$ cat src/rtl/reset_init_pkg.sv
// Constants, field layouts and carrier types for the reset and initialisation sequencer
package reset_init_pkg;

  // Register map, byte addresses on the plain register port
  localparam logic [3:0] CTRL_ADDR   = 4'h0;  // Detector enable
  localparam logic [3:0] WIDTH_ADDR  = 4'h4;  // Supply detection width in cycles
  localparam logic [3:0] CAUSE_ADDR  = 4'h8;  // Sticky reset causes, write one to clear
  localparam logic [3:0] STATUS_ADDR = 4'hc;  // Sequencer state, read only

  // Field positions
  localparam int CTRL_DET_EN_BIT = 0;
  localparam int CAUSE_PIN_BIT   = 0;
  localparam int CAUSE_SUP_BIT   = 1;
  localparam int CAUSE_WDT_BIT   = 2;
  localparam int CAUSE_STK_BIT   = 3;

  // Reset values of the software registers
  localparam logic       DET_EN_RST = 1'b1;
  localparam logic [7:0] WIDTH_RST  = 8'h04;
  localparam logic [3:0] CAUSE_RST  = 4'h0;

  // Values forced into the core at initialisation
  localparam logic [15:0] PC_START_VAL    = 16'h0000;
  localparam logic [3:0]  STACK_INIT_VAL  = 4'h5;
  localparam logic [7:0]  MODULO_INIT_VAL = 8'hff;
  localparam logic [7:0]  BITCNT_WDT_VAL  = 8'h40;

  // Oscillation settling: timer 1 pulses and system clock divider
  localparam int SETTLE_DIV_DEF    = 128;
  localparam int SETTLE_PULSES_DEF = 256;

  // Synchronised pin slots
  localparam int PIN_RESET_N = 0;
  localparam int PIN_SUP_LOW = 1;
  localparam int PIN_INT     = 2;
  localparam logic [2:0] PIN_IDLE = 3'h1;  // Reset pin high, supply fine, int low

  // Sequencer states, Gray along hold, init, settle, run
  typedef enum logic [1:0] {
    ST_HOLD   = 2'h0,
    ST_INIT   = 2'h1,
    ST_SETTLE = 2'h3,
    ST_RUN    = 2'h2
  } seq_state_t;

  // Initialisation command presented to the core for one cycle
  typedef struct packed {
    logic        apply;          // Strobe: load the values below
    logic        full_ctrl;      // Power class: all control bits to defaults
    logic [15:0] pc_start;       // Program counter start
    logic [3:0]  stack_index;    // Address stack pointer
    logic        timer1_irq_flag;
    logic        timer1_run_enable;
    logic        interval_timer_irq_flag;
    logic        ports_input;    // All ports to input mode
    logic        port_latch_clear;
    logic        keep_memory;    // Data memory except data_buffer_reg retained
    logic        keep_window;    // Window register retained
    logic        keep_shift;     // serial_shift_reg retained
    logic        timer0_clear;
    logic        timer1_clear;
    logic [7:0]  modulo_value;   // Loaded into both modulo registers
    logic        bitcnt_load;
    logic [7:0]  bitcnt_value;
    logic        conv_result_clear;  // conv_result_reg to zero
  } init_cmd_t;

endpackage

$ cat src/rtl/reset_init_sequencer.sv
// Reset request gathering, settling wait and initial-state command generation
//
// Added by the designer: the address map and the plain strobed port.
module reset_init_sequencer #(
  parameter int SETTLE_DIV    = reset_init_pkg::SETTLE_DIV_DEF,    // Timer 1 source divider
  parameter int SETTLE_PULSES = reset_init_pkg::SETTLE_PULSES_DEF  // Timer 1 pulses to count
) (
  input  wire logic                       mclk,          // 200 MHz system clock
  input  wire logic                       nrst,          // Synchronous, active low
  input  wire logic                       reset_pin_n,   // External reset pin, asynchronous
  input  wire logic                       supply_low,    // supply_detector comparator output
  input  wire logic                       int_pin,       // External interrupt pin level
  input  wire logic                       wdt_overflow,  // Watchdog overflow pulse, same clock
  input  wire logic                       stack_fault,   // Stack over/underflow pulse
  input  wire logic                       standby,       // Core is in HALT or STOP
  input  wire logic [3:0]                 reg_addr,      // Register byte address
  input  wire logic [7:0]                 reg_wdata,     // Register write data
  input  wire logic                       reg_wr,        // Write strobe
  input  wire logic                       reg_rd,        // Read strobe
  output logic [7:0]                      reg_rdata,     // Read data, cycle after strobe
  output logic                            core_hold,     // Core held, no fetch
  output logic                            int_level,     // Mirror of the interrupt pin
  output reset_init_pkg::init_cmd_t       init_cmd       // Initial state command
);

  // Elaboration checks: counters need powers of two, at least two
  if (SETTLE_DIV < 2 || (SETTLE_DIV & (SETTLE_DIV - 1)) != 0) begin : g_div_chk
    $error("SETTLE_DIV must be a power of two of at least 2");
  end
  if (SETTLE_PULSES < 2 || (SETTLE_PULSES & (SETTLE_PULSES - 1)) != 0) begin : g_pul_chk
    $error("SETTLE_PULSES must be a power of two of at least 2");
  end

  localparam int PRE_W = $clog2(SETTLE_DIV);
  localparam int CNT_W = $clog2(SETTLE_PULSES);
  localparam logic [PRE_W-1:0] PRE_LAST = PRE_W'(SETTLE_DIV - 1);
  localparam logic [CNT_W-1:0] CNT_LAST = CNT_W'(SETTLE_PULSES - 1);

  // Pin synchronisers: three stages, agreed value follows when stages two and three agree
  logic [2:0] s1_r, s2_r, s3_r;         // Shift stages
  logic [2:0] pins_r, pins_nxt;         // Agreed pin levels

  // Software registers
  logic       det_en_r, det_en_nxt;     // supply_detector enable
  logic [7:0] width_r, width_nxt;       // Detection pulse width in cycles
  logic [3:0] cause_r, cause_nxt;       // Sticky reset causes
  logic [7:0] rdata_nxt;

  // Supply filter
  logic [7:0] low_cnt_r, low_cnt_nxt;   // Cycles the supply has stayed low
  logic       sup_req_r, sup_req_nxt;   // Filtered supply reset request

  // Sequencer
  reset_init_pkg::seq_state_t state_r, state_nxt;
  logic       power_r, power_nxt;       // Pin or supply reset seen
  logic       wdt_r, wdt_nxt;           // Watchdog overflow seen
  logic       stby_r, stby_nxt;         // Reset arrived in standby
  logic [PRE_W-1:0] pre_r, pre_nxt;     // Divide-by prescaler for timer 1
  logic [CNT_W-1:0] t1_r, t1_nxt;       // Timer 1 settling count
  logic       hold_nxt;
  reset_init_pkg::init_cmd_t cmd_nxt;

  // Request terms
  logic pin_req, any_req, settle_done;

  // Agreed levels move only when the last two stages match, filtering one-stage glitches
  always_comb begin
    pins_nxt = ((s2_r ~^ s3_r) & s3_r) | (~(s2_r ~^ s3_r) & pins_r);
  end

  // Synchroniser registers
  always_ff @(posedge mclk) begin
    if (!nrst) begin
      s1_r   <= reset_init_pkg::PIN_IDLE;
      s2_r   <= reset_init_pkg::PIN_IDLE;
      s3_r   <= reset_init_pkg::PIN_IDLE;
      pins_r <= reset_init_pkg::PIN_IDLE;
    end else begin
      s1_r   <= {int_pin, supply_low, reset_pin_n};
      s2_r   <= s1_r;
      s3_r   <= s2_r;
      pins_r <= pins_nxt;
    end
  end

  // Supply filter: a short dip never resets, rising supply releases at once
  always_comb begin
    low_cnt_nxt = 8'h00;
    sup_req_nxt = 1'b0;
    if (det_en_r && pins_r[reset_init_pkg::PIN_SUP_LOW]) begin
      low_cnt_nxt = (low_cnt_r == 8'hff) ? low_cnt_r : low_cnt_r + 8'h01;
      sup_req_nxt = (low_cnt_r >= width_r);
    end
  end

  always_ff @(posedge mclk) begin
    if (!nrst) begin
      low_cnt_r <= 8'h00;
      sup_req_r <= 1'b0;
    end else begin
      low_cnt_r <= low_cnt_nxt;
      sup_req_r <= sup_req_nxt;
    end
  end

  // Request combination
  always_comb begin
    pin_req     = !pins_r[reset_init_pkg::PIN_RESET_N];
    any_req     = pin_req | sup_req_r | wdt_overflow | stack_fault;
    settle_done = (pre_r == PRE_LAST) && (t1_r == CNT_LAST);
  end

  // Sequencer next state and reset-type record
  always_comb begin
    state_nxt = state_r;
    power_nxt = power_r;
    wdt_nxt   = wdt_r;
    stby_nxt  = stby_r;
    pre_nxt   = '0;
    t1_nxt    = '0;
    if (any_req) begin
      state_nxt = reset_init_pkg::ST_HOLD;
      // Type accumulates until running, so an unfinished power start keeps its wait
      if (state_r == reset_init_pkg::ST_RUN) begin
        power_nxt = pin_req | sup_req_r;
        wdt_nxt   = wdt_overflow;
        stby_nxt  = standby;
      end else begin
        power_nxt = power_r | pin_req | sup_req_r;
        wdt_nxt   = wdt_r | wdt_overflow;
      end
    end else begin
      unique case (state_r)
        reset_init_pkg::ST_HOLD: begin
          state_nxt = reset_init_pkg::ST_INIT;
        end
        reset_init_pkg::ST_INIT: begin
          // Power class waits for the oscillator, soft class starts at once
          state_nxt = power_r ? reset_init_pkg::ST_SETTLE
                              : reset_init_pkg::ST_RUN;
        end
        reset_init_pkg::ST_SETTLE: begin
          pre_nxt = pre_r + PRE_W'(1);
          t1_nxt  = (pre_r == PRE_LAST) ? t1_r + CNT_W'(1) : t1_r;
          if (settle_done) begin
            state_nxt = reset_init_pkg::ST_RUN;
          end
        end
        reset_init_pkg::ST_RUN: begin
          state_nxt = reset_init_pkg::ST_RUN;
        end
      endcase
    end
    hold_nxt = (state_nxt != reset_init_pkg::ST_RUN);
  end

  // Initial-state command, issued as the sequencer enters INIT
  always_comb begin
    cmd_nxt = '0;
    if (state_r == reset_init_pkg::ST_HOLD && !any_req) begin
      cmd_nxt.apply                   = 1'b1;
      cmd_nxt.full_ctrl               = power_r;
      cmd_nxt.pc_start                = reset_init_pkg::PC_START_VAL;
      cmd_nxt.stack_index             = reset_init_pkg::STACK_INIT_VAL;
      cmd_nxt.timer1_irq_flag         = power_r;
      cmd_nxt.timer1_run_enable       = power_r;
      cmd_nxt.interval_timer_irq_flag = 1'b0;
      cmd_nxt.ports_input             = 1'b1;
      cmd_nxt.port_latch_clear        = power_r;
      cmd_nxt.keep_memory             = power_r & stby_r;
      cmd_nxt.keep_window             = power_r & stby_r;
      cmd_nxt.keep_shift              = power_r & stby_r;
      cmd_nxt.timer0_clear            = 1'b1;
      cmd_nxt.timer1_clear            = power_r;
      cmd_nxt.modulo_value            = reset_init_pkg::MODULO_INIT_VAL;
      cmd_nxt.bitcnt_load             = wdt_r;
      cmd_nxt.bitcnt_value            = reset_init_pkg::BITCNT_WDT_VAL;
      cmd_nxt.conv_result_clear       = 1'b1;
    end
  end

  // Sequencer registers; power-up behaves as a pin reset so the first start settles
  always_ff @(posedge mclk) begin
    if (!nrst) begin
      state_r   <= reset_init_pkg::ST_HOLD;
      power_r   <= 1'b1;
      wdt_r     <= 1'b0;
      stby_r    <= 1'b0;
      pre_r     <= '0;
      t1_r      <= '0;
      core_hold <= 1'b1;
      init_cmd  <= '0;
      int_level <= 1'b0;
    end else begin
      state_r   <= state_nxt;
      power_r   <= power_nxt;
      wdt_r     <= wdt_nxt;
      stby_r    <= stby_nxt;
      pre_r     <= pre_nxt;
      t1_r      <= t1_nxt;
      core_hold <= hold_nxt;
      init_cmd  <= cmd_nxt;
      int_level <= pins_r[reset_init_pkg::PIN_INT];
    end
  end

  // Register port: writes, sticky causes and read mux
  always_comb begin
    det_en_nxt = det_en_r;
    width_nxt  = width_r;
    cause_nxt  = cause_r;
    rdata_nxt  = 8'h00;  // Unmapped and idle cycles read zero
    if (reg_wr) begin
      unique case (reg_addr)
        reset_init_pkg::CTRL_ADDR:  det_en_nxt = reg_wdata[reset_init_pkg::CTRL_DET_EN_BIT];
        reset_init_pkg::WIDTH_ADDR: width_nxt  = reg_wdata;
        reset_init_pkg::CAUSE_ADDR: cause_nxt  = cause_r & ~reg_wdata[3:0];
        default:                    cause_nxt  = cause_r;
      endcase
    end
    // Hardware set applied after the clear so a same-cycle event survives
    cause_nxt[reset_init_pkg::CAUSE_PIN_BIT] = cause_nxt[reset_init_pkg::CAUSE_PIN_BIT] | pin_req;
    cause_nxt[reset_init_pkg::CAUSE_SUP_BIT] = cause_nxt[reset_init_pkg::CAUSE_SUP_BIT] | sup_req_r;
    cause_nxt[reset_init_pkg::CAUSE_WDT_BIT] = cause_nxt[reset_init_pkg::CAUSE_WDT_BIT]
                                               | wdt_overflow;
    cause_nxt[reset_init_pkg::CAUSE_STK_BIT] = cause_nxt[reset_init_pkg::CAUSE_STK_BIT]
                                               | stack_fault;
    if (reg_rd) begin
      unique case (reg_addr)
        reset_init_pkg::CTRL_ADDR:   rdata_nxt = {7'h00, det_en_r};
        reset_init_pkg::WIDTH_ADDR:  rdata_nxt = width_r;
        reset_init_pkg::CAUSE_ADDR:  rdata_nxt = {4'h0, cause_r};
        reset_init_pkg::STATUS_ADDR: rdata_nxt = {pins_r, stby_r, power_r, core_hold, state_r};
        default:                     rdata_nxt = 8'h00;
      endcase
    end
  end

  always_ff @(posedge mclk) begin
    if (!nrst) begin
      det_en_r  <= reset_init_pkg::DET_EN_RST;
      width_r   <= reset_init_pkg::WIDTH_RST;
      cause_r   <= reset_init_pkg::CAUSE_RST;
      reg_rdata <= 8'h00;
    end else begin
      det_en_r  <= det_en_nxt;
      width_r   <= width_nxt;
      cause_r   <= cause_nxt;
      reg_rdata <= rdata_nxt;
    end
  end

  // Helper for checks only: cycles spent settling
  localparam int SETTLE_TOTAL = SETTLE_DIV * SETTLE_PULSES;
  logic [31:0] settle_len_r;
  always_ff @(posedge mclk) begin
    if (!nrst || state_r != reset_init_pkg::ST_SETTLE) begin
      settle_len_r <= 32'h0;
    end else begin
      settle_len_r <= settle_len_r + 32'h1;
    end
  end
endmodule

$ cat config.mk
export PLATFORM = sky130hd
export DESIGN_NAME = reset_init_sequencer
export DESIGN_NICKNAME = d
export VERILOG_FILES = /design/src/rtl/reset_init_pkg.sv /design/src/rtl/reset_init_sequencer.sv
export SDC_FILE = /design/constraint.sdc
export NUM_CORES = 1
export LEC_CHECK = 0
export ABC_AREA = 1
export BUFFER_PORTS_ARGS = -buffer_cell sky130_fd_sc_hd__buf_4
export CAP_MARGIN = 0
export CORE_ASPECT_RATIO = 0.9
export CORE_MARGIN = 8
export CORE_UTILIZATION = 25
export CTS_CLUSTER_SIZE = 28
export DETAILED_ROUTE_END_ITERATION = 6
export SLEW_MARGIN = 20
export SYNTH_ARGS = -nofsm -noshare
export SYNTH_HDL_FRONTEND = slang
export SYNTH_SLANG_ARGS = --single-unit
$ cat constraint.sdc
create_clock -name mclk -period 2.1 [get_ports mclk]
set_input_delay 0.21 -clock mclk [delete_from_list [all_inputs] [get_ports mclk]]
set_output_delay 0.21 -clock mclk [all_outputs]
set_load 0.05 [all_outputs]
======== Word level (Yosys, flattened, before mapping) ========
Cells that the tools add are included.
operators by class
  $add $sub $neg .......................... 3
  bitwise logic cells ..................... 20
  reductions and logical operators ........ 14
  multiplexer cells ....................... 10
  eq/ne operators ......................... 10
  $lt $le $gt $ge ......................... 1
operators by type and width
  kind                                                 count
  two-way mux 50 bit                                   1
  case mux 8 bit (4 select lines)                      1
  adder 8 x 1 -> 8 bit, second input constant          2
  equality test 8 bit, second input constant           2
  AND reduction 2 bit                                  6
  OR 1 bit                                             10
  equality test 4 bit, second input constant           2
  >= comparator 8 bit                                  1
  two-way mux 4 bit                                    2
  case mux 2 bit (4 select lines)                      1
  adder 7 x 1 -> 7 bit, second input constant          1
  equality test 7 bit, second input constant           1
  AND 3 bit                                            2
  AND 4 bit                                            1
  equality test 2 bit, second input constant           2
  equality test 4 x 3 -> 1 bit, second input constant  1
  zero test 4 bit                                      1
  two-way mux 2 bit                                    2
  NOT 4 bit                                            1
  logical AND 1 bit                                    3
  two-way mux 1 bit                                    3
  NOT 3 bit                                            1
  OR 3 bit                                             1
  OR reduction 3 bit                                   1
  7 further kinds                                      9
storage, ports and cells
  output and inout bits ................... 60
  bits of input ports ..................... 22
  bits in registers ....................... 108
  word-level logic and storage cells ...... 88

======== Logic depth before layout (Yosys ltp) ========
  word-level depth ........................ 7
  depth in mapped cells ................... 9
  mapped depth without buffers ............ 9

======== Least setup slack after synthesis ========
OpenSTA, ideal clock, no wires.
  path type ............................... register to output
  start point ............................. reg init_cmd[16] (netlist name)
  end point ............................... out init_cmd[10] in the netlist's numbering
  path slack .............................. 0.749 ns
  cell stages (with the launch flop) ...... 2
  arrival time ............................ 1.141 ns
  cell sequence ........................... dfxtp_1 -> buf_4
RTL lines
  item              line                        source
  end: declaration  reset_init_sequencer.sv:23  output reset_init_pkg::init_cmd_t init_cmd

======== Worst setup path after layout ========
  start point ............................. reg low_cnt_r[0]
  end point ............................... reg low_cnt_r[0]
between the ends
  cells in the longest elaborated chain, start to end .. 1
  elaborated cells on any way between the ends .. 2
  those cells by class .................... add/sub: 1; eq/ne: 1
RTL lines
  item                                                         line                         source
  start: declaration                                           reset_init_sequencer.sv:50   logic [7:0] low_cnt_r, low_cnt_nxt;
  start signal: assignment                                     reset_init_sequencer.sv:101  low_cnt_r <= low_cnt_nxt;
  adder 8 x 1 -> 8 bit or equality test 8 bit (tied branches)  reset_init_sequencer.sv:91   low_cnt_nxt = (low_cnt_r == 8'hff) ? low_cnt_r : low_cnt_r + 8'h01;
Parallel ways exist; a longest one is shown, timed or not.
A chain may end at the register's enable or synchronous reset.

==> parameters.txt <==
Parameter                              Value

Detailed routing
  Number of vias per cell after detailed routing ... approximately 4.1
  ANT nets after route ... 0
  1st-iter DRT viols ... 130
  Post-route DRC ... 0
  Number of iterations in the first detailed-routing pass ... 4
  Detailed-route via count ... 2,567
  Final routed wirelength across all metal layers ... between 7000 and 8000 µm
  WL/cell ... about 11 µm

Pwr
  Maximum ir drop on the vdd rail ... 340.5 µV
  Static Leak ... 0.001748 µW
  Fraction of power consumed by the clock network ... between 40 and 50%
  Internal power summed over all cells ... between 2000 and 2500 µW
  Total Power Consumption ... between 3000 and 4000 µW
  Share of total power in combinational logic ... between 9 and 10%
  Switching Fraction ... 24.43%
  Sequential cell fraction of total power ... a little over two fifths
  Net switching power figure ... between 700 and 800 µW
  PwrDens ... roughly 800 nW/µm²

Worst setup path
  Cell family with most CP delay ... simple AND/OR/NAND/NOR gates
  Startpoint type of the worst setup path ... flip-flop
  Maximum cell stage delay along the critical path ... ~0.38 ns
  Critical path fanouts, max ... 9
  Critical path buffers and inverters ... 1
  Slowest-stage cell, CP ... dfxtp_1
  Type of the worst setup path ... flip-flop to flip-flop
  Arr. time, crit path ... around 1.8 ns
  Endpoint kind of the worst setup timing path ... flip-flop
  Data required time at the worst endpoint ... 2.31 ns
  Critical path cell sequence ... ha_1 > inv_1 > nor2_1 > nand2_1 > o21ai_0 > a21oi_1
  Reg2reg setup slack ... roughly 0.55 ns

Die
  Die outline area ... approximately 17,000 µm²
  Area of the core region ... 12,640 µm²
  Row Count ... 39
  I/O pin count ... 82
  Die height ... 123.7 µm
  Die extent in x ... roughly 140 µm
  Starting Density ... 25.48%

Synthesis
  Distinct cell type count after synthesis ... 31
  Synthesized flop and latch total ... 68
  Post-Syn Instances ... ~430
  Average size of a mapped cell ... around 7.6 µm²
  Netlist area before placement ... ~3200 µm²
  Yosys Warn Count ... 0
  Sequential cell area fraction in the yosys report ... 42.27%

Cells and area
  Most used cells in the layout excluding fill and tap cells ... nand2_1 (71), dfxtp_1 (68), inv_1 (56), buf_4 (56), nor2_1 (51)
  Area of all placed cells without fillers ... roughly 3800 µm²
  Antenna diode instance count ... 0
  Post-layout instance count excluding filler cells ... about 630
  Count of nets after finishing ... ~500
  Area added between synthesis and finish ... 19.08%
  Ratio of cells with drive above 1 in the final layout ... 18.12%
  Filler Cell Count ... 1,375
  Most common cell after layout, fill and taps aside ... nand2_1

Worst hold path
  Min-delay worst type ... input port to flip-flop

Clock network
  Number of sinks on the clock net ... just under 70
  Clock Path Buffers ... 2
  Clock insertion delay at the later pin of the skew report ... between 0.3 and 0.4 ns
  Root buf cell ... clkbuf_16
  Cells resized by post-CTS repair ... 0
  Number of buffers created by CTS ... 9
  CTS tree ... yes
  # H-tree levels ... 3
  Number of buffers inserted for hold repair after clock tree synthesis ... 0
  Post-CTS setup buffer count ... 0
  Register clock-pin slew on the reported worst setup and hold paths ... around 0.05 ns

Timing
  Achievable clock frequency ... approximately 650 MHz
  Count of final setup violators ... 0
  Post-route setup slack ... 0.5540 ns
  Fin Setup TNS ... 0 ns
  Setup Skew ... 0.004357 ns
  Crit path time final ... around 1.5 ns
  RSZ-0062 raised after global routing ... false
  Pins over their slew limit ... 0
  Number of endpoints with negative hold slack in the final report ... 0
  Final clock period utilization by the worst path ... 73.62%

Run status
  Status ... finished, final reports clean

Global routing
  Number of antenna violations at the first check in global routing ... 0
  Grt ovf ... 0
  Vias in the first global route ... about 2,500
  Largest net degree at the start of global routing ... 20
  GRT Util Overall ... ~9%
  Wire length of the first global-routing pass ... roughly 12,000 µm

Placement
  Post-placement setup slack ... between 0.5 and 0.6 ns
  Port buffer count ... 55
  Placed wire-length estimate ... between 5000 and 6000 µm
  Final weighted congestion in routability-driven placement ... 0.7509
  Placed cell count ... ~620
  Area post-placement ... 3550 µm²

Run
  Max-capacitance violation count ... 0
[per-layer routing]
metal	vias up	share of wire [%]	track usage, %
met5	-	0	0
met4	0	1.8	4.366
met3	9	6.8	2.379
met2	63	44	13.53
met1	1140	47	11.09
li1	1355	-	-
[kinds of logic after synthesis]
group / synth area share [%]
flip-flops: 42.27
AO/OA/AOI/OAI: 9.014
AND/OR/NAND/NOR: 24.09
buffers and inverters: 18.88
adder cells (fa/ha/maj): 4.273
XOR/XNOR: 1.360
other: 0.1164
[worst register-to-register path: cells and delay by family, from the launching register on]
kind	cells	cell delay [ns]
AO/OA/AOI/OAI	2	0.27
adder cells (fa/ha/maj)	1	0.25
flip-flops	1	0.38
buffers and inverters	1	0.07
AND/OR/NAND/NOR	2	0.45
[power groups by stage]
stage	Clock, µW	Combinational [µW]	Sequential, µW
6_report	1450	298	1320
5_1_grt	1550	317	1330
4_1_cts	1480	299	1320
3_5_place_dp	0	298	1350
3_3_place_gp	0	297	1350
2_1_floorplan	0	268	1360
[Yosys cell counts, drive strengths merged]
master / n / area [µm²]
xnor2: 2 / 17.52
or2: 5 / 31.28
conb: 1 / 3.750
o21bai: 1 / 7.510
ha: 11 / 137.6
clkbuf: 1 / 3.750
o211ai: 2 / 15.01
nor3: 7 / 40.04
nor2: 57 / 239.0
nand4: 7 / 43.79
o21ai: 18 / 90.09
inv: 58 / 217.7
o22ai: 3 / 18.77
a31oi: 1 / 6.260
o21a: 1 / 7.510
a21oi: 29 / 145.1
dfxtp: 68 / 1361
buf: 52 / 386.6
nand3b: 1 / 7.510
nand2: 73 / 279.0
nor3b: 2 / 15.01
xor2: 3 / 26.28
nand3: 23 / 120.1
[registers in the layout, indices dropped and copies added, names as in the netlist, 2 cells and up, named ones only]
register,cells
pre_r,7
state_r,2
low_cnt_r,8
s3_r,3
s1_r,3
cause_r,4
s2_r,3
width_r,8
reg_rdata,8
t1_r,8
init_cmd,4
[cell type report]
type                            count  area, µm²  share of cell area, %
Inverter                           58      217.7                  5.677
Multi-Input combinational cell    272       1345                  35.07
Clock buffer                       13      250.2                  6.525
Timing Repair Buffer               56      420.4                  10.96
Tap cell                          164      205.2                  5.351
Clock inverter                      2      35.03                 0.9135
Sequential cell                    68       1361                  35.50
[per-stage QoR]
step	utilization (%)	hold slack, ns
2_1_floorplan	-	0.3076
3_5_place_dp	28.09	0.4035
6_report	30.34	0.06964
3_3_place_gp	28.09	0.3983
5_1_grt	30.34	0.08037
4_1_cts	30.34	0.06053
[final timing paths]
check	to	from	cells after the start
min	s1_r[2]$_SDFF_PN0_	int_pin	3
max	low_cnt_r[0]$_SDFFE_PN0P_	low_cnt_r[0]$_SDFFE_PN0P_	6
max reg2reg	low_cnt_r[0]$_SDFFE_PN0P_	low_cnt_r[0]$_SDFFE_PN0P_	6
min reg2reg	s2_r[1]$_SDFF_PN0_	s1_r[1]$_SDFF_PN0_	2
(Power assumes the default switching activity.)
